`src/rwc_map_regs.vh`:
```
// Register offsets, field positions, reset values and counts of the slice.
`ifndef RWC_MAP_REGS_VH
`define RWC_MAP_REGS_VH

// Byte offsets on the peripheral bus.
`define RWC_PPCR_OFF 10'h004
`define RWC_CLEAR_OFF 10'h0d0
`define RWC_STATUS_OFF 10'h0d4
`define RWC_UNLOCK_OFF 10'h058
`define RWC_RST_FLAGS_OFF 10'h180
`define RWC_WAKE_FLAGS_OFF 10'h184
`define RWC_WAKE_EN_OFF 10'h188
`define RWC_CONFIG_OFF 10'h3f8
`define RWC_VERSION_OFF 10'h3fc

// Unlock word layout: key in the top byte, target address in the low bits.
`define RWC_UNLOCK_KEY 8'haa
`define RWC_KEY_MSB 31
`define RWC_KEY_LSB 24
`define RWC_ADDR_MSB 9

// Status and clear registers: access error flag position.
`define RWC_ACC_ERR_BIT 31

// Peripheral power control: stored width and request-clock mask positions.
`define RWC_PPCR_W 9
`define RWC_PPCR_RESET 9'h000
`define RWC_TOUCH_MASK_BIT 3
`define RWC_COMP_MASK_BIT 4
`define RWC_CONV_MASK_BIT 5
`define RWC_ATMR_MASK_BIT 6
`define RWC_TWS0_MASK_BIT 7
`define RWC_TWS1_MASK_BIT 8

// Reset-cause flag positions.
`define RWC_RC_POR 0
`define RWC_RC_BROWNOUT 1
`define RWC_RC_PIN 2
`define RWC_RC_WATCHDOG 3
`define RWC_RC_SLEEP 6
`define RWC_RC_OCD 8
`define RWC_RC_JTAG 9
`define RWC_RC_ONEPIN 12

// Wake-cause flag positions for the sources that are not asynchronous.
`define RWC_WC_IRQ_CTRL 16
`define RWC_WC_ATMR 17

// Asynchronous wake-up enable width and reset value.
`define RWC_WAKE_EN_W 5
`define RWC_WAKE_EN_RESET 5'h00

// Read-only contents. The version value is arbitrary.
`define RWC_CONFIG_VAL 32'h0000_008f
`define RWC_VERSION_VAL 32'h0000_0123

// Edges after reset release before the synchronised cause pins are valid.
`define RWC_CAPTURE_EDGES 2'h2

`endif

```
`src/rwc_sync.v`:
```
// Two-flop synchroniser for a vector of asynchronous pins.
`timescale 1ns/10ps
`default_nettype none

module rwc_sync #(
	parameter WIDTH = 8
) (
	input wire mclk_in, // Bus clock.
	input wire rst_n_in, // Asynchronous reset, active low.
	input wire [WIDTH-1:0] async_in, // Pins from another domain.
	output wire [WIDTH-1:0] sync_out // Synchronised copy.
);

	// First stage, read only by the second stage.
	reg [WIDTH-1:0] meta_q;
	// Second stage, safe for logic.
	reg [WIDTH-1:0] stable_q;

	genvar g;
	generate
		for (g = 0; g < WIDTH; g = g + 1) begin : g_bit
			// Each bit passes two flops before any logic sees it.
			always @(posedge mclk_in or negedge rst_n_in) begin
				if (!rst_n_in) begin
					meta_q[g] <= 1'b0;
					stable_q[g] <= 1'b0;
				end else begin
					meta_q[g] <= async_in[g];
					stable_q[g] <= meta_q[g];
				end
			end
		end
	endgenerate

	assign sync_out = stable_q;

endmodule // rwc_sync

`default_nettype wire

```
`src/rwc_core.v`:
```
// Power manager slice: locked clock masks, reset and wake cause, ids.
//
// How it works
// - One request-clock mask bit per listed unit.
// - Mask register writes need a preceding unlock.
// - Unlock: key 0xAA, address, then write as next access.
// - Locked write without unlock sets access error.
// - Reset-cause bit 12: one-pin debug reset.
// - Reset-cause bit 9: boundary-scan system reset.
// - Reset-cause bit 8: debug control reset strobe.
// - Reset-cause bit 6: wake from shutdown.
// - Reset-cause bit 3: watchdog timeout.
// - Reset-cause bit 2: external reset pin.
// - Reset-cause bit 1: brown-out.
// - Reset-cause bit 0: power-on or regulator undervoltage.
// - Wake-cause bits 0-4, 16, 17 per waking peripheral.
// - Wake-up enable register, read-write, resets zero.
// - Enable bits 0-4 gate sources; rest reserved.
// - Read-only configuration: event clock, buses D-A.
// - Read-only version, no behavioural effect.
`timescale 1ns/10ps
`default_nettype none
`include "rwc_map_regs.vh"

module rwc_core (
	input wire mclk_in, // Bus clock, 200 MHz.
	input wire rst_n_in, // Asynchronous system reset, active low.
	input wire pb_sel_in, // Peripheral bus access strobe.
	input wire pb_write_in, // High for write, low for read.
	input wire [9:0] pb_addr_in, // Byte address of the access.
	input wire [31:0] pb_wdata_in, // Write data.
	output reg [31:0] pb_rdata_out, // Read data, one cycle after.
	input wire [7:0] rst_cause_in, // Reset source levels from the pins.
	input wire [6:0] wake_req_in, // Wake request levels from peripherals.
	output wire touch_req_clk_mask_out, // Touch unit request clock on.
	output wire comparator_req_clk_mask_out, // Comparator clock on.
	output wire converter_req_clk_mask_out, // Converter clock on.
	output wire async_timer_req_clk_mask_out, // Async timer clock on.
	output wire two_wire_slave0_req_clk_mask_out, // Slave 0 clock on.
	output wire two_wire_slave1_req_clk_mask_out, // Slave 1 clock on.
	output wire [4:0] async_wake_enable_out, // Wake enables per source.
	output wire access_error_flag_out // Sticky access error.
);

	// Stored peripheral power control bits.
	reg [`RWC_PPCR_W-1:0] ppcr_q;
	// Unlock armed for exactly the next access.
	reg unlock_armed_q;
	// Address that the unlock opened.
	reg [`RWC_ADDR_MSB:0] unlock_addr_q;
	// Sticky access error.
	reg access_error_flag_q;
	// Reset-cause flags.
	reg [31:0] reset_source_flags_q;
	// Wake-cause flags.
	reg [31:0] wake_source_flags_q;
	// Asynchronous wake-up enables.
	reg [`RWC_WAKE_EN_W-1:0] async_wake_enable_q;
	// Counts edges after release until the cause pins are trustworthy.
	reg [1:0] capture_cnt_q;
	// High once the reset cause has been taken.
	reg capture_done_q;
	// Previous synchronised wake levels, for edge detection.
	reg [6:0] wake_prev_q;
	// Synchronised pins.
	wire [7:0] cause_sync;
	wire [6:0] wake_sync;
	// Bus decode terms.
	wire wr_en;
	wire ppcr_hit;
	wire ppcr_allowed;
	wire unlock_good;
	wire err_clear;
	wire [6:0] wake_rise;
	wire [6:0] wake_gated;

	// True when the access address equals a register offset.
	function hit;
		input [9:0] addr;
		input [9:0] off;
		begin
			hit = (addr == off);
		end
	endfunction

	// Priority pick of one reset source into the flag layout.
	function [31:0] cause_flags;
		input [7:0] src;
		begin
			cause_flags = 32'h0000_0000;
			if (src[0]) begin
				cause_flags[`RWC_RC_POR] = 1'b1;
			end else if (src[1]) begin
				cause_flags[`RWC_RC_BROWNOUT] = 1'b1;
			end else if (src[2]) begin
				cause_flags[`RWC_RC_PIN] = 1'b1;
			end else if (src[3]) begin
				cause_flags[`RWC_RC_WATCHDOG] = 1'b1;
			end else if (src[4]) begin
				cause_flags[`RWC_RC_SLEEP] = 1'b1;
			end else if (src[6]) begin
				cause_flags[`RWC_RC_JTAG] = 1'b1;
			end else if (src[5]) begin
				cause_flags[`RWC_RC_OCD] = 1'b1;
			end else if (src[7]) begin
				cause_flags[`RWC_RC_ONEPIN] = 1'b1;
			end
		end
	endfunction

	// Priority pick of one wake source into the flag layout.
	function [31:0] wake_flags;
		input [6:0] src;
		integer i;
		begin
			wake_flags = 32'h0000_0000;
			if (src[5]) begin
				wake_flags[`RWC_WC_IRQ_CTRL] = 1'b1;
			end else if (src[6]) begin
				wake_flags[`RWC_WC_ATMR] = 1'b1;
			end else begin
				for (i = 4; i >= 0; i = i - 1) begin
					if (src[i]) begin
						wake_flags = 32'h0000_0000;
						wake_flags[i] = 1'b1;
					end
				end
			end
		end
	endfunction

	// Cause pins arrive from the reset controller's domain.
	rwc_sync #(
		.WIDTH(8)
	) u_cause_sync (
		.mclk_in(mclk_in),
		.rst_n_in(rst_n_in),
		.async_in(rst_cause_in),
		.sync_out(cause_sync)
	);

	// Wake requests arrive from asynchronous peripherals.
	rwc_sync #(
		.WIDTH(7)
	) u_wake_sync (
		.mclk_in(mclk_in),
		.rst_n_in(rst_n_in),
		.async_in(wake_req_in),
		.sync_out(wake_sync)
	);

	assign wr_en = pb_sel_in & pb_write_in;
	assign ppcr_hit = wr_en & hit(pb_addr_in, `RWC_PPCR_OFF);
	assign ppcr_allowed = unlock_armed_q &
		(unlock_addr_q == pb_addr_in);
	assign unlock_good = wr_en & hit(pb_addr_in, `RWC_UNLOCK_OFF) &
		(pb_wdata_in[`RWC_KEY_MSB:`RWC_KEY_LSB] == `RWC_UNLOCK_KEY);
	assign err_clear = wr_en & hit(pb_addr_in, `RWC_CLEAR_OFF) &
		pb_wdata_in[`RWC_ACC_ERR_BIT];
	assign wake_rise = wake_sync & ~wake_prev_q;
	assign wake_gated = {wake_rise[6:5],
		wake_rise[4:0] & async_wake_enable_q};

	// Unlock lasts for one access only; any access spends it.
	always @(posedge mclk_in or negedge rst_n_in) begin
		if (!rst_n_in) begin
			unlock_armed_q <= 1'b0;
			unlock_addr_q <= 10'h000;
		end else if (pb_sel_in) begin
			unlock_armed_q <= unlock_good;
			if (unlock_good) begin
				unlock_addr_q <= pb_wdata_in[`RWC_ADDR_MSB:0];
			end
		end
	end

	// Mask register takes a write only right after a matching unlock.
	always @(posedge mclk_in or negedge rst_n_in) begin
		if (!rst_n_in) begin
			ppcr_q <= `RWC_PPCR_RESET;
		end else if (ppcr_hit & ppcr_allowed) begin
			ppcr_q <= pb_wdata_in[`RWC_PPCR_W-1:0];
		end
	end

	// Error is sticky; a new error in the clear cycle wins.
	always @(posedge mclk_in or negedge rst_n_in) begin
		if (!rst_n_in) begin
			access_error_flag_q <= 1'b0;
		end else if (ppcr_hit & ~ppcr_allowed) begin
			access_error_flag_q <= 1'b1;
		end else if (err_clear) begin
			access_error_flag_q <= 1'b0;
		end
	end

	// Wake enables are plain read-write bits.
	always @(posedge mclk_in or negedge rst_n_in) begin
		if (!rst_n_in) begin
			async_wake_enable_q <= `RWC_WAKE_EN_RESET;
		end else if (wr_en & hit(pb_addr_in, `RWC_WAKE_EN_OFF)) begin
			async_wake_enable_q <= pb_wdata_in[`RWC_WAKE_EN_W-1:0];
		end
	end

	// Cause pins need two edges to settle, so capture waits for them.
	// The register clears under reset, so only the latest cause shows.
	always @(posedge mclk_in or negedge rst_n_in) begin
		if (!rst_n_in) begin
			capture_cnt_q <= 2'h0;
			capture_done_q <= 1'b0;
			reset_source_flags_q <= 32'h0000_0000;
		end else if (!capture_done_q) begin
			if (capture_cnt_q == `RWC_CAPTURE_EDGES) begin
				capture_done_q <= 1'b1;
				reset_source_flags_q <= cause_flags(cause_sync);
			end else begin
				capture_cnt_q <= capture_cnt_q + 2'h1;
			end
		end
	end

	// A new wake replaces whatever the last wake left behind.
	always @(posedge mclk_in or negedge rst_n_in) begin
		if (!rst_n_in) begin
			wake_prev_q <= 7'h00;
			wake_source_flags_q <= 32'h0000_0000;
		end else begin
			wake_prev_q <= wake_sync;
			if (|wake_gated) begin
				wake_source_flags_q <= wake_flags(wake_gated);
			end
		end
	end

	// Read data is registered; cause and id registers ignore writes.
	always @(posedge mclk_in or negedge rst_n_in) begin
		if (!rst_n_in) begin
			pb_rdata_out <= 32'h0000_0000;
		end else if (pb_sel_in & ~pb_write_in) begin
			case (pb_addr_in)
				`RWC_PPCR_OFF: begin
					pb_rdata_out <= {23'h00_0000, ppcr_q};
				end
				`RWC_STATUS_OFF: begin
					pb_rdata_out <= {access_error_flag_q, 31'h0000_0000};
				end
				`RWC_RST_FLAGS_OFF: begin
					pb_rdata_out <= reset_source_flags_q;
				end
				`RWC_WAKE_FLAGS_OFF: begin
					pb_rdata_out <= wake_source_flags_q;
				end
				`RWC_WAKE_EN_OFF: begin
					// Reserved bits read as zero.
					pb_rdata_out <= {27'h000_0000, async_wake_enable_q};
				end
				`RWC_CONFIG_OFF: begin
					pb_rdata_out <= `RWC_CONFIG_VAL;
				end
				`RWC_VERSION_OFF: begin
					pb_rdata_out <= `RWC_VERSION_VAL;
				end
				default: begin
					// Unmapped and write-only offsets read zero.
					pb_rdata_out <= 32'h0000_0000;
				end
			endcase
		end
	end

	assign touch_req_clk_mask_out = ppcr_q[`RWC_TOUCH_MASK_BIT];
	assign comparator_req_clk_mask_out = ppcr_q[`RWC_COMP_MASK_BIT];
	assign converter_req_clk_mask_out = ppcr_q[`RWC_CONV_MASK_BIT];
	assign async_timer_req_clk_mask_out = ppcr_q[`RWC_ATMR_MASK_BIT];
	assign two_wire_slave0_req_clk_mask_out = ppcr_q[`RWC_TWS0_MASK_BIT];
	assign two_wire_slave1_req_clk_mask_out = ppcr_q[`RWC_TWS1_MASK_BIT];
	assign async_wake_enable_out = async_wake_enable_q;
	assign access_error_flag_out = access_error_flag_q;

endmodule // rwc_core

`default_nettype wire

```
`config.mk`:
```
export PLATFORM = sky130hd
export DESIGN_NAME = rwc_core
export DESIGN_NICKNAME = d
export VERILOG_FILES = /design/src/rwc_sync.v /design/src/rwc_core.v
export VERILOG_INCLUDE_DIRS = /design/src
export SDC_FILE = /design/constraint.sdc
export NUM_CORES = 1
export LEC_CHECK = 0
export BUFFER_PORTS_ARGS = -buffer_cell sky130_fd_sc_hd__buf_2
export CAP_MARGIN = 20
export CORE_UTILIZATION = 40
export CTS_CLUSTER_DIAMETER = 80
export DETAILED_ROUTE_END_ITERATION = 10
export GPL_ROUTABILITY_DRIVEN = 0
export PLACE_DENSITY_LB_ADDON = 0.08
export SLEW_MARGIN = 10
export SYNTH_ARGS = -nofsm -noshare
export SYNTH_HDL_FRONTEND = slang
export SYNTH_HIERARCHICAL = 1
export SYNTH_SLANG_ARGS = --single-unit
```
`constraint.sdc`:
```
create_clock -name mclk_in -period 2.7 [get_ports mclk_in]
set_input_delay 0.135 -clock mclk_in [delete_from_list [all_inputs] [get_ports mclk_in]]
set_output_delay 0.135 -clock mclk_in [all_outputs]
set_load 0.01 [all_outputs]
```
# Word level (Yosys, flattened, before mapping)
# Cells that the tools add are included.
# word_totals
reg_bits	138
latch_bits	0
mem_bits_rw	0
romBits	0
inputBits	61
output_inout_bits	44
wordCells	121
mem_count	0
# op_classes
n_addsub	1
n_mul	0
div_mod_pow	0
magnitude_cmp	0
eq_ne	12
n_shift	0
mux	44
n_bitwise	18
reduce_logical	5
# op_table
op	n
32-bit one-hot mux with 7 select lines	1
32-bit 2-to-1 mux	4
10-bit by 9-bit equality test with 1-bit output, second input constant	3
1-bit 2-to-1 mux	27
10-bit equality test, second input constant	2
10-bit by 8-bit equality test with 1-bit output, second input constant	2
17-bit 2-to-1 mux	1
16-bit 2-to-1 mux	1
15-bit 2-to-1 mux	1
14-bit 2-to-1 mux	1
2-bit 2-to-1 mux	6
1-bit bitwise AND	11
10-bit equality test	1
10-bit by 3-bit equality test with 1-bit output, second input constant	1
10-bit by 7-bit equality test with 1-bit output, second input constant	1
8-bit equality test, second input constant	1
7-bit bitwise AND	1
7-bit NOT	1
7-bit OR reduction	1
2-bit AND reduction	3
5-bit bitwise AND	1
5-bit 2-to-1 mux	1
1-bit NOT	4
3-bit 2-to-1 mux	1
3 further kinds	3

# Logic depth before layout (Yosys ltp)
# Gate-level depths: netlist of run 1.
# depth
word_depth	10
depth_mapped	6
depth_no_buf	6

# Modules after synthesis
# Netlist of run 1, hierarchy kept.
# modules_own_cells
module	n_inst	cells_per_inst	area_each_um2	seq_area_each_um2
rwc_core	1	275	3079.2	1626.6
rwc_sync at u_cause_sync	1	16	400.4	400.4
rwc_sync at u_wake_sync	1	14	350.3	350.3

# Least setup slack after synthesis of run 1
# Ideal clock, no wire load.
# synth_timing
path_type	input to register
startpoint	input pb_addr_in[3]
endpoint	register ppcr_q[0]
arrival_ns	1.742
required_ns	2.575
slack_ns	0.833
path_stages	5
path_buffers	1
path_cell_list	buf_4 -> nor4b_4 -> nand4_2 -> nor4_4 -> mux2_2
# synth_via
elab_chain_cells	3
word_cells_on_any_way	5
# synth_rtl
element	line_no	source
start, declared	rwc_core.v:30	input wire [9:0] pb_addr_in,
10-bit by 3-bit equality test with 1-bit output or 10-bit equality test (tied branches)	rwc_core.v:82, rwc_core.v:155	
1-bit bitwise AND, on equally long branches	rwc_core.v:153, rwc_core.v:154	
1-bit bitwise AND *	rwc_core.v:181	end else if (ppcr_hit & ppcr_allowed) begin
end signal, assigned	rwc_core.v:180	ppcr_q <= `RWC_PPCR_RESET;
end signal, assigned	rwc_core.v:182	ppcr_q <= pb_wdata_in[`RWC_PPCR_W-1:0];
end, declared	rwc_core.v:46	reg [`RWC_PPCR_W-1:0] ppcr_q;
# Mark *: on every way between the ends. The rest lies on a longest branch, timed or not.
# A chain may end at the register's enable or synchronous reset.

# Worst setup path after layout of run 1
# layout_timing
startpoint	input pb_sel_in
endpoint	register ppcr_q[4]
# layout_via
elab_chain_cells	3
# layout_rtl
element	line_no	source
start, declared	rwc_core.v:28	input wire pb_sel_in,
1-bit bitwise AND	rwc_core.v:152	assign wr_en = pb_sel_in & pb_write_in;
1-bit bitwise AND	rwc_core.v:153	assign ppcr_hit = wr_en & hit(pb_addr_in, `RWC_PPCR_OFF);
1-bit bitwise AND	rwc_core.v:181	
# Every way passes these cells.

==> results.toml, run 1 <==
[power_and_ir_drop]
clockPowerShare_pct = 35.2
vdd_ir_drop_max_mv = 0.386
p_int_w = 0.00194
power_density_mw_per_mm2 = 557
power_frac_comb_pct = 7.9
seqPwrFrac_pct = 57.0
switchingPower_w = 0.000673
swShare_pct = 25.7
leakage_nw = 2.28

[timing]
final-max-slew-violation-count = 0
period_share_pct = 71.6
setup_violations = 0
worst_clock_skew_ps = 8.94
max-slew-margin-rel_pct = 50.0
max_freq_mhz = 517
tns_ps = 0
tightest_slew_ps = 744
grt_setup_unrepaired = "false"
finalCriticalPeriod_ps = 1930
hold_viol = 0
whs_ps = 14.1

[routing]
remaining_drc_errors = 0
vias = 2531
drtPass1Iterations = 4
wl_per_cell_um = 14.7
antenna_left = 0
viasPerCell = 4.71
drt_iter0_drc = 34
finalWirelength_um = 7870

[global_routing]
grt_max_degree = 51
grt_usage_pct = 17.7
grt_pass1_wl_um = 13200
grt_pass1_vias = 2517
antenna_found_initial = 0
grt-ovfl-total = 0

[setup_path]
path_max_fanout = 6
cp_slowest_cell = "dlygate4sd3_1"
rr_startpoint = "unlock_addr_q[6]$_DFFE_PN0P_"
arrival_ps = 2180
r2r-end = "ppcr_q[4]$_DFFE_PN0P_"
required_ps = 2950
r2r_cells = 5
path_class = "in2reg"
crit_chain = "dlygate4sd3_1, buf_2, and2_1, nand4_2, nor4_4, buf_4, mux2_2"
crit_path_start_kind = "primary input"
critPathLaunch = "pb_sel_in"
crit_path_end_kind = "register"
slowest_delay_ps = 520
rrSetupSlack_ps = 780

[yosys]
yosysWarnings = 6
synth.most_common_cell = "dfrtp_1"
synth.avg_cell_area_sq_um = 12.6
ys_top_cells_by_area = "dfrtp_1 62%, mux2_2 7.4%, buf_4 3.9%, xnor2_1 2.5%, nand2_1 2.3%"
synth_edf_count = 0
synth_seq_cells = 95
synth_async_sr_flop_share_pct = 100
synth_top_area_share_pct = 62.1
ys_types = 47
seq_area_frac_synth_pct = 62.1
yosysTopAreaCell = "dfrtp_1"
synth_common_cells = "95 x dfrtp_1, 25 x mux2_2, 23 x nand2_1"
synthFlopType = "dfrtp_1"
synth_cells = 305
syn_area_sq_mm = 0.00383

[floorplan]
die_x_um = 99.9
start_util_pct = 41.4
rows = 35
die-height_um = 99.9
ioPinCount = 105
core-area_sq_mm = 0.00924
die_area_sq_mm = 0.00997

[clock_network]
numCtsBuffers = 9
clock_path_buffers = 2
clk_latency_ps = 360
cts_resized = 0
cts.reportedPaths.clkPinSlew_ps = 90
ctsHtreeMaxLevel = 3
clockRootBuffer = "clkbuf_8"
cts_tree = "yes"
cts_sinks = 95

[hold_path]
hp-class = "in2reg"
min-delay-start = "pb_wdata_in[5]"
hold_end = "ppcr_q[5]$_DFFE_PN0P_"
hold_path_depth = 2

[placed_design]
port-buffer-count = 72
hpwl_um = 5600

[layout]
num_antenna_cells = 0
nets = 465
drive_above_1_share_pct = 31.6
nFillCells = 865
area_growth_pct = 22.5

[run_status]
status = "complete, no violations"

[flow_run]
maxCapViolCount = 0
final cells by class:
type	count	area (sq um)	share of cell area (%)
clock buffer	10	138	2.93
clock inverter	6	62.6	1.33
inverter	9	33.8	0.720
multi-input combinational	190	1300	27.8
sequential	95	2380	50.7
tap	129	161	3.44
timing repair buffer	98	618	13.2
kinds of logic (layout without fill, tap and decap cells):
family | count (synthesis) | count (layout) | share of synthesized area [%]
mux | 29 | 29 | 8.40
xor+xnor | 11 | 11 | 2.52
fa+ha+maj | 1 | 1 | 0.327
buf+inv | 37 | 123 | 5.59
other cells | 1 | 18 | 0.0979
compound gates | 42 | 42 | 7.55
simple gates | 89 | 89 | 13.5
flops | 95 | 95 | 62.1
flip-flops by register name, summed over array words and instances (netlist names):
signal                 flops
pb_rdata_out              14
unlock_addr_q             10
ppcr_q                     9
reset_source_flags_q       8
u_cause_sync/meta_q        8
u_cause_sync/sync_out      8
u_wake_sync/meta_q         7
u_wake_sync/sync_out       7
wake_prev_q                7
wake_source_flags_q        7
async_wake_enable_out      5
capture_cnt_q              2
access_error_flag_out      1
capture_done_q             1
unlock_armed_q             1
repair_timing:
action,in CTS,in global routing
hold endpoints to repair,63,0
buffers inserted,0,0
hold buffers,19,0
critical path, delay by kind of cell:
kind / cells / cell delay (ps)
buffers and inverters: 3 / 910
muxes: 1 / 340
and+or+nand+nor: 3 / 810
per-layer routing:
metal	up-vias	share of wire, %	global-route usage [%]
met5	-	0	0
met4	0	2.2	6.33
met3	14	5.4	5.22
met2	79	44	27.0
met1	1200	48	24.0
li1	1238	-	-
worst max-delay path by stage:
stage                            end  slack (ps)  cells after the start
2_1_floorplan  ppcr_q[0]$_DFFE_PN0P_         830                      5
3_3_place_gp   ppcr_q[4]$_DFFE_PN0P_         660                      6
3_5_place_dp   ppcr_q[4]$_DFFE_PN0P_         600                      6
4_1_cts        ppcr_q[4]$_DFFE_PN0P_         730                      5
5_1_grt        ppcr_q[1]$_DFFE_PN0P_         670                      7
6_report       ppcr_q[4]$_DFFE_PN0P_         770                      7
power groups by stage:
stage | registers (W) | logic [W] | clock network, W
after floorplan | 0.00152 | 0.0000936 | 0
after global placement | 0.00152 | 0.000188 | 0
after detailed placement | 0.00152 | 0.000189 | 0
after CTS | 0.00149 | 0.000210 | 0.000952
after global routing | 0.00150 | 0.000234 | 0.00101
final | 0.00149 | 0.000206 | 0.000919
layout by cell type, fill, tap and decap left out, types with 2 or more instances in the layout:
| cell | instances |
|---|---|
| dfrtp_1 | 95 |
| buf_2 | 71 |
| mux2_2 | 25 |
| nand2_1 | 23 |
| dlygate4sd3_1 | 19 |
| conb_1 | 18 |
| nor2_1 | 15 |
| o21ai_0 | 14 |
| xnor2_1 | 11 |
| clkbuf_8 | 10 |
| inv_1 | 9 |
| buf_4 | 7 |
| nor3_1 | 6 |
| nand3_1 | 5 |
| a22o_1 | 5 |
| a31oi_1 | 5 |
| nand4_1 | 4 |
| nor4b_1 | 4 |
| nor2b_1 | 4 |
| nand2b_1 | 4 |
| mux2i_1 | 4 |
| nor4_1 | 3 |
| nand3b_1 | 3 |
| a221oi_1 | 3 |
| o2bb2ai_1 | 3 |
| clkinv_4 | 3 |
| or2_2 | 2 |
| and2_1 | 2 |
| and3_1 | 2 |
| and3b_1 | 2 |
| a21o_1 | 2 |
| a32oi_1 | 2 |
| a22oi_1 | 2 |
| a21oi_1 | 2 |
per-stage QoR:
step                std cells  worst slack [ps]  power [W]  instance area [sq um]  util [%]
floorplan                 322               833    0.00162                   3890         -
global placement          502               657    0.00171                   4300      46.6
detailed placement        502               605    0.00171                   4300      46.6
CTS                       537               731    0.00265                   4690      50.8
global route              537               671    0.00274                   4690      50.8
finish                    537               766    0.00262                   4690      50.8
No activity file was read; power rests on OpenSTA's default activity.
==> run 2: changes to the inputs <==
==> constraint.sdc (replaced) <==
create_clock -name mclk_in -period 1.85 [get_ports mclk_in]
set_input_delay 0.0925 -clock mclk_in [delete_from_list [all_inputs] [get_ports mclk_in]]
set_output_delay 0.0925 -clock mclk_in [all_outputs]
set_load 0.01 [all_outputs]
==> run 2 against run 1 <==
  * Final area rose by 2.6%
  * Clock power rose by 49%
  * Die area did not move
  * Worst hold slack improved by 2.0 ps
  * Highest routed layer unchanged
==> results.toml, run 2 (synthesis results as in run 1) <==
[run_status]
status = "complete, no violations"

[layout]
design_area_sq_mm = 0.00482
final_common_cell = "dfrtp_1"
drive_above_1_share_pct = 33.1
num_antenna_cells = 0
top_register = "pb_rdata_out"
nFillCells = 869
top_regs = "pb_rdata_out: 14 flops, unlock_addr_q: 10 flops, ppcr_q: 9 flops"
mostFrequentLayoutCells = "95 x dfrtp_1, 71 x buf_2, 25 x mux2_2"
final_core_util_pct = 52.1
area_growth_pct = 25.8
largest_reg_flops = 14
nets = 481

[routing]
vias = 2583
wl_per_cell_um = 14.9
finalWirelength_um = 8210
viasPerCell = 4.68
antenna_left = 0
drt_iter0_drc = 48
remaining_drc_errors = 0
drtPass1Iterations = 4

[setup_path]
critPathLaunch = "pb_sel_in"
endpoint = "ppcr_q[6]$_DFFE_PN0P_"
rrSetupSlack_ps = 120
rr_startpoint = "unlock_addr_q[6]$_DFFE_PN0P_"
crit_path_start_kind = "primary input"
path_class = "in2reg"
path_max_fanout = 6
required_ps = 2090
arrival_ps = 1970
crit_chain = "dlygate4sd3_1, buf_2, and2_1, nand4_2, nor4_4, buf_4, mux2_2"
r2r-end = "ppcr_q[6]$_DFFE_PN0P_"
cp_slowest_cell = "dlygate4sd3_1"
crit_path_end_kind = "register"
r2r_cells = 5
slowest_delay_ps = 520

[placed_design]
port-buffer-count = 72
placed_area_sq_mm = 0.00439
hpwl_um = 5890

[clock_network]
cts.reportedPaths.clkPinSlew_ps = 90
ctsHtreeMaxLevel = 3
clockRootBuffer = "clkbuf_8"
numCtsBuffers = 9
clock_path_buffers = 2
cts_sinks = 95
cts_tree = "yes"
clk_latency_ps = 350
postCtsSetupBuffers = 0

[power_and_ir_drop]
switchingPower_w = 0.000917
swShare_pct = 23.7
clockPowerShare_pct = 35.4
power_density_mw_per_mm2 = 802
power_frac_comb_pct = 8.3
vdd_ir_drop_max_mv = 0.529
p_int_w = 0.00295
leakage_nw = 2.35
seqPwrFrac_pct = 56.3

[floorplan]
die_area_sq_mm = 0.00997
rows = 35
ioPinCount = 105
die-height_um = 99.9
die_x_um = 99.9
start_util_pct = 41.4
core-area_sq_mm = 0.00924

[timing]
max-slew-margin-rel_pct = 65.7
grt_setup_unrepaired = "false"
finalCriticalPeriod_ps = 1730
period_share_pct = 93.5
hold_viol = 0
max_freq_mhz = 578
worst_clock_skew_ps = 11.3
final-max-slew-violation-count = 0
tightest_slew_ps = 514
setup_violations = 0
tns_ps = 0

[hold_path]
hp-class = "in2reg"

[global_routing]
grt-ovfl-total = 0
grt_pass1_vias = 2584
grt_pass1_wl_um = 13300
grt_max_degree = 39
grt_usage_pct = 18.2
antenna_found_initial = 0

[flow_run]
maxCapViolCount = 0
## run 2: cell count changes in the layout (fill, tap and decap cells not counted), sizes merged
cell	change
buf	+12
dlygate4sd3	+4
clkinv	-2
bufinv	+1
clkinvlp	+1
inv	-1
## run 2: what timing repair did
action / in CTS / in global routing
hold buffers: 23 / 0
resized for setup: 0 / 0
endpoints found under the hold margin: 63 / 0
## run 2: worst min path at each step
stage / startpoint / to / slack [ps] / cells after the start
final: pb_wdata_in[6] / ppcr_q[6]$_DFFE_PN0P_ / 20 / 2
after CTS: pb_wdata_in[6] / ppcr_q[6]$_DFFE_PN0P_ / 3 / 2
after floorplan: rst_n_in / access_error_flag_out$_DFFE_PN0P_ / -200 / 0
after global placement: rst_n_in / ppcr_q[5]$_DFFE_PN0P_ / 100 / 1
after detailed placement: rst_n_in / ppcr_q[8]$_DFFE_PN0P_ / 100 / 1
after global routing: pb_wdata_in[6] / ppcr_q[6]$_DFFE_PN0P_ / 9 / 2
## run 2: through the flow
| step | hold slack (ps) | std cells | setup WS [ps] | total power, W |
|---|---|---|---|---|
| global placement | 96.2 | 514 | 124 | 0.00250 |
| finish | 16.2 | 552 | 119 | 0.00386 |
| global route | 8.93 | 552 | 35.6 | 0.00404 |
| floorplan | -203 | 322 | 25.7 | 0.00236 |
| detailed placement | 97.5 | 514 | 96.8 | 0.00251 |
| CTS | 2.63 | 552 | 107 | 0.00392 |
## run 2: worst max-delay path: cells and delay by family
family	cells	cell delay, ps
buffers and inverters	3	860
multiplexers	1	340
AND/OR/NAND/NOR	3	660
## run 2: area by class of cell
| type | instances | area [sq um] | area share [%] |
|---|---|---|---|
| clock buffers | 10 | 138 | 2.86 |
| clock inverters | 5 | 56.3 | 1.17 |
| inverters | 9 | 33.8 | 0.701 |
| multi-input cells | 190 | 1300 | 27.0 |
| flip-flops and latches | 95 | 2380 | 49.4 |
| well taps | 129 | 161 | 3.35 |
| repair buffers | 114 | 748 | 15.5 |
## run 2: layer usage
| layer | GRT usage, % | part of all wire [%] |
|---|---|---|
| met1 | 25.1 | 48 |
| met2 | 27.7 | 45 |
| met3 | 3.69 | 5.3 |
| met4 | 8.71 | 2.3 |
| met5 | 0 | 0 |
## run 2: power by group through the flow
| stage | sequential (W) | combinational (W) | clock, W |
|---|---|---|---|
| 2_1_floorplan | 0.00222 | 0.000137 | 0 |
| 3_3_place_gp | 0.00222 | 0.000285 | 0 |
| 3_5_place_dp | 0.00222 | 0.000286 | 0 |
| 4_1_cts | 0.00218 | 0.000324 | 0.00142 |
| 5_1_grt | 0.00219 | 0.000358 | 0.00150 |
| 6_report | 0.00218 | 0.000319 | 0.00137 |
==> run 3: changes to the inputs <==
==> constraint.sdc (replaced) <==
create_clock -name mclk_in -period 1.5 [get_ports mclk_in]
set_input_delay 0.075 -clock mclk_in [delete_from_list [all_inputs] [get_ports mclk_in]]
set_output_delay 0.075 -clock mclk_in [all_outputs]
set_load 0.01 [all_outputs]
==> run 3 against run 2 <==
  * The flow now finishes with violations (setup timing)
  * Combinational power increased by 35%
  * Sequential share of layout area decreased by 2.5 points
  * First-iteration DRC count increased by 90%
  * Setup slack got worse by 270 ps
  * Register-to-register slack got worse by 270 ps
  * Global-route usage decreased by 0.19 points
  * Flip-flop and latch count unchanged
  * Largest power group unchanged
  * Clock skew decreased by 2.8 ps
  * Largest cell class unchanged
  * Worst hold slack improved by 6.7 ps
==> results.toml, run 3 (synthesis results as in run 1) <==
[run_status]
status = "finished with violations"
violations = "setup timing"

[hold_path]
hold_path_depth = 2
hp-class = "in2reg"
min-delay-start = "pb_wdata_in[4]"
hold_end = "ppcr_q[4]$_DFFE_PN0P_"

[floorplan]
die-height_um = 99.9
die_area_sq_mm = 0.00997
start_util_pct = 41.4
core-area_sq_mm = 0.00924
ioPinCount = 105
die_x_um = 99.9
rows = 35

[layout]
multiInputGateArea_sq_mm = 0.00138
mostFrequentLayoutCells = "95 x dfrtp_1, 71 x buf_2, 40 x buf_4"
top_regs = "pb_rdata_out: 14 flops, unlock_addr_q: 10 flops, ppcr_q: 9 flops"
largest_reg_flops = 14
top_register = "pb_rdata_out"
num_antenna_cells = 0
area_growth_pct = 32.5
stdcell_count = 576
final_core_util_pct = 54.9
final_common_cell = "dfrtp_1"
nets = 504
regArea_sq_mm = 0.00238
nFillCells = 836
drive_above_1_share_pct = 38.0

[timing]
max_freq_mhz = 605
finalCriticalPeriod_ps = 1650
fin_ws_ps = -153
tns_ps = -1420
worst_clock_skew_ps = 8.47
hold_viol = 0
grt_setup_unrepaired = "true"
final-max-slew-violation-count = 0
setup_violations = 11
period_share_pct = 110
whs_ps = 22.8

[setup_path]
cp_num_buf_inv = 1
cp_slowest_cell = "dfrtp_1"
crit_path_end_kind = "register"
rr_startpoint = "unlock_addr_q[0]$_DFFE_PN0P_"
path_class = "reg2reg"
arrival_ps = 1890
slowest_delay_ps = 390
rrSetupSlack_ps = -150
r2r-end = "ppcr_q[3]$_DFFE_PN0P_"
r2r_cells = 5
crit_path_start_kind = "register"
path_max_fanout = 6
crit_chain = "xnor2_1, nand4_1, nor4_4, buf_6, mux2_4"
required_ps = 1740
critPathTopFamily = "simple AND/OR/NAND/NOR gates"

[global_routing]
antenna_found_initial = 0
grt_usage_pct = 18.0
grt_pass1_vias = 2608
grt-ovfl-total = 0
grt_pass1_wl_um = 13500
grt_max_degree = 96

[routing]
finalWirelength_um = 8410
vias = 2690
drt_iter0_drc = 91
drtPass1Iterations = 4
remaining_drc_errors = 0
viasPerCell = 4.67
wl_per_cell_um = 14.6
antenna_left = 0

[clock_network]
clock_path_buffers = 2
clockRootBuffer = "clkbuf_8"
clk_latency_ps = 360
ctsHtreeMaxLevel = 3
cts.reportedPaths.clkPinSlew_ps = 90
cts_sinks = 95
cts_tree = "yes"
numCtsBuffers = 9

[placed_design]
place_inst = 530
hpwl_um = 5990
port-buffer-count = 72

[power_and_ir_drop]
seqPwrFrac_pct = 58.2
switchingPower_w = 0.00115
power_frac_comb_pct = 9.3
vdd_ir_drop_max_mv = 0.577
leakage_nw = 2.48
p_int_w = 0.00346
power_density_mw_per_mm2 = 909
clockPowerShare_pct = 32.5
swShare_pct = 25.0

[flow_run]
maxCapViolCount = 0
-- run 3: cell count changes in the layout (fill, tap and decap cells not counted), moves of 2 or more --
| cell | previous run | this run |
|---|---|---|
| buf_4 | 19 | 40 |
| mux2_2 | 25 | 16 |
| mux2_4 | 0 | 9 |
| clkinv_4 | 0 | 3 |
| buf_12 | 1 | 3 |
| nor2_4 | 0 | 2 |
| nor4b_1 | 4 | 2 |
-- run 3: power by group through the flow --
stage / Sequential (W) / Combinational [W] / Clock [W]
2_1_floorplan: 0.00274 / 0.000172 / 0
3_3_place_gp: 0.00273 / 0.000376 / 0
3_5_place_dp: 0.00274 / 0.000378 / 0
4_1_cts: 0.00269 / 0.000431 / 0.00155
5_1_grt: 0.00270 / 0.000476 / 0.00165
6_report: 0.00268 / 0.000430 / 0.00150
-- run 3: final cells by class --
class	instances	area share, %
tap	129	3.18
clock buffer	10	2.51
clock inverter	6	0.887
multi-input combinational	190	27.3
inverter	9	0.666
timing repair buffer	137	18.7
sequential	95	46.8
-- run 3: through the flow --
stage / power (W) / instance area [sq um] / worst slack [ps]
finish: 0.00461 / 5080 / -153
detailed placement: 0.00312 / 4560 / -207
floorplan: 0.00291 / 3920 / -188
global placement: 0.00311 / 4560 / -165
global route: 0.00483 / 5080 / -219
CTS: 0.00467 / 5050 / -189
-- run 3: how the worst max path moves through the flow --
stage                                  endpoint                          from  depth (start not counted)  slack [ps]
after CTS                 ppcr_q[7]$_DFFE_PN0P_  unlock_addr_q[2]$_DFFE_PN0P_                          5        -190
final                     ppcr_q[3]$_DFFE_PN0P_  unlock_addr_q[0]$_DFFE_PN0P_                          5        -150
after floorplan           ppcr_q[0]$_DFFE_PN0P_  unlock_addr_q[4]$_DFFE_PN0P_                          4        -190
after global placement    ppcr_q[4]$_DFFE_PN0P_  unlock_addr_q[9]$_DFFE_PN0P_                          5        -170
after global routing      ppcr_q[6]$_DFFE_PN0P_  unlock_addr_q[2]$_DFFE_PN0P_                          5        -220
after detailed placement  ppcr_q[0]$_DFFE_PN0P_  unlock_addr_q[5]$_DFFE_PN0P_                          5        -210
-- run 3: per-layer routing --
metal / share of wire, % / global-route usage [%] / up-vias
li1: - / - / 1305
met1: 48 / 25.0 / 1292
met2: 46 / 28.0 / 79
met3: 4.3 / 3.41 / 14
met4: 1.8 / 7.47 / 0
met5: 0 / 0 / -
-- run 3: worst register-to-register path: cells and delay by family (launching register included) --
kind,cells,cell delay (ps)
and+or+nand+nor,2,510
xor gates and xnor gates,1,140
buffers and inverters,1,190
DFF,1,390
muxes,1,310
-- run 3: repair_timing --
item / CTS / global route
hold buffers: 22 / 0
resized for setup: 14 / 2
buffers inserted: 5 / 3
endpoints found under the hold margin: 120 / 0
pin swaps: 5 / 2
endpoints found under the setup margin: 11 / 17
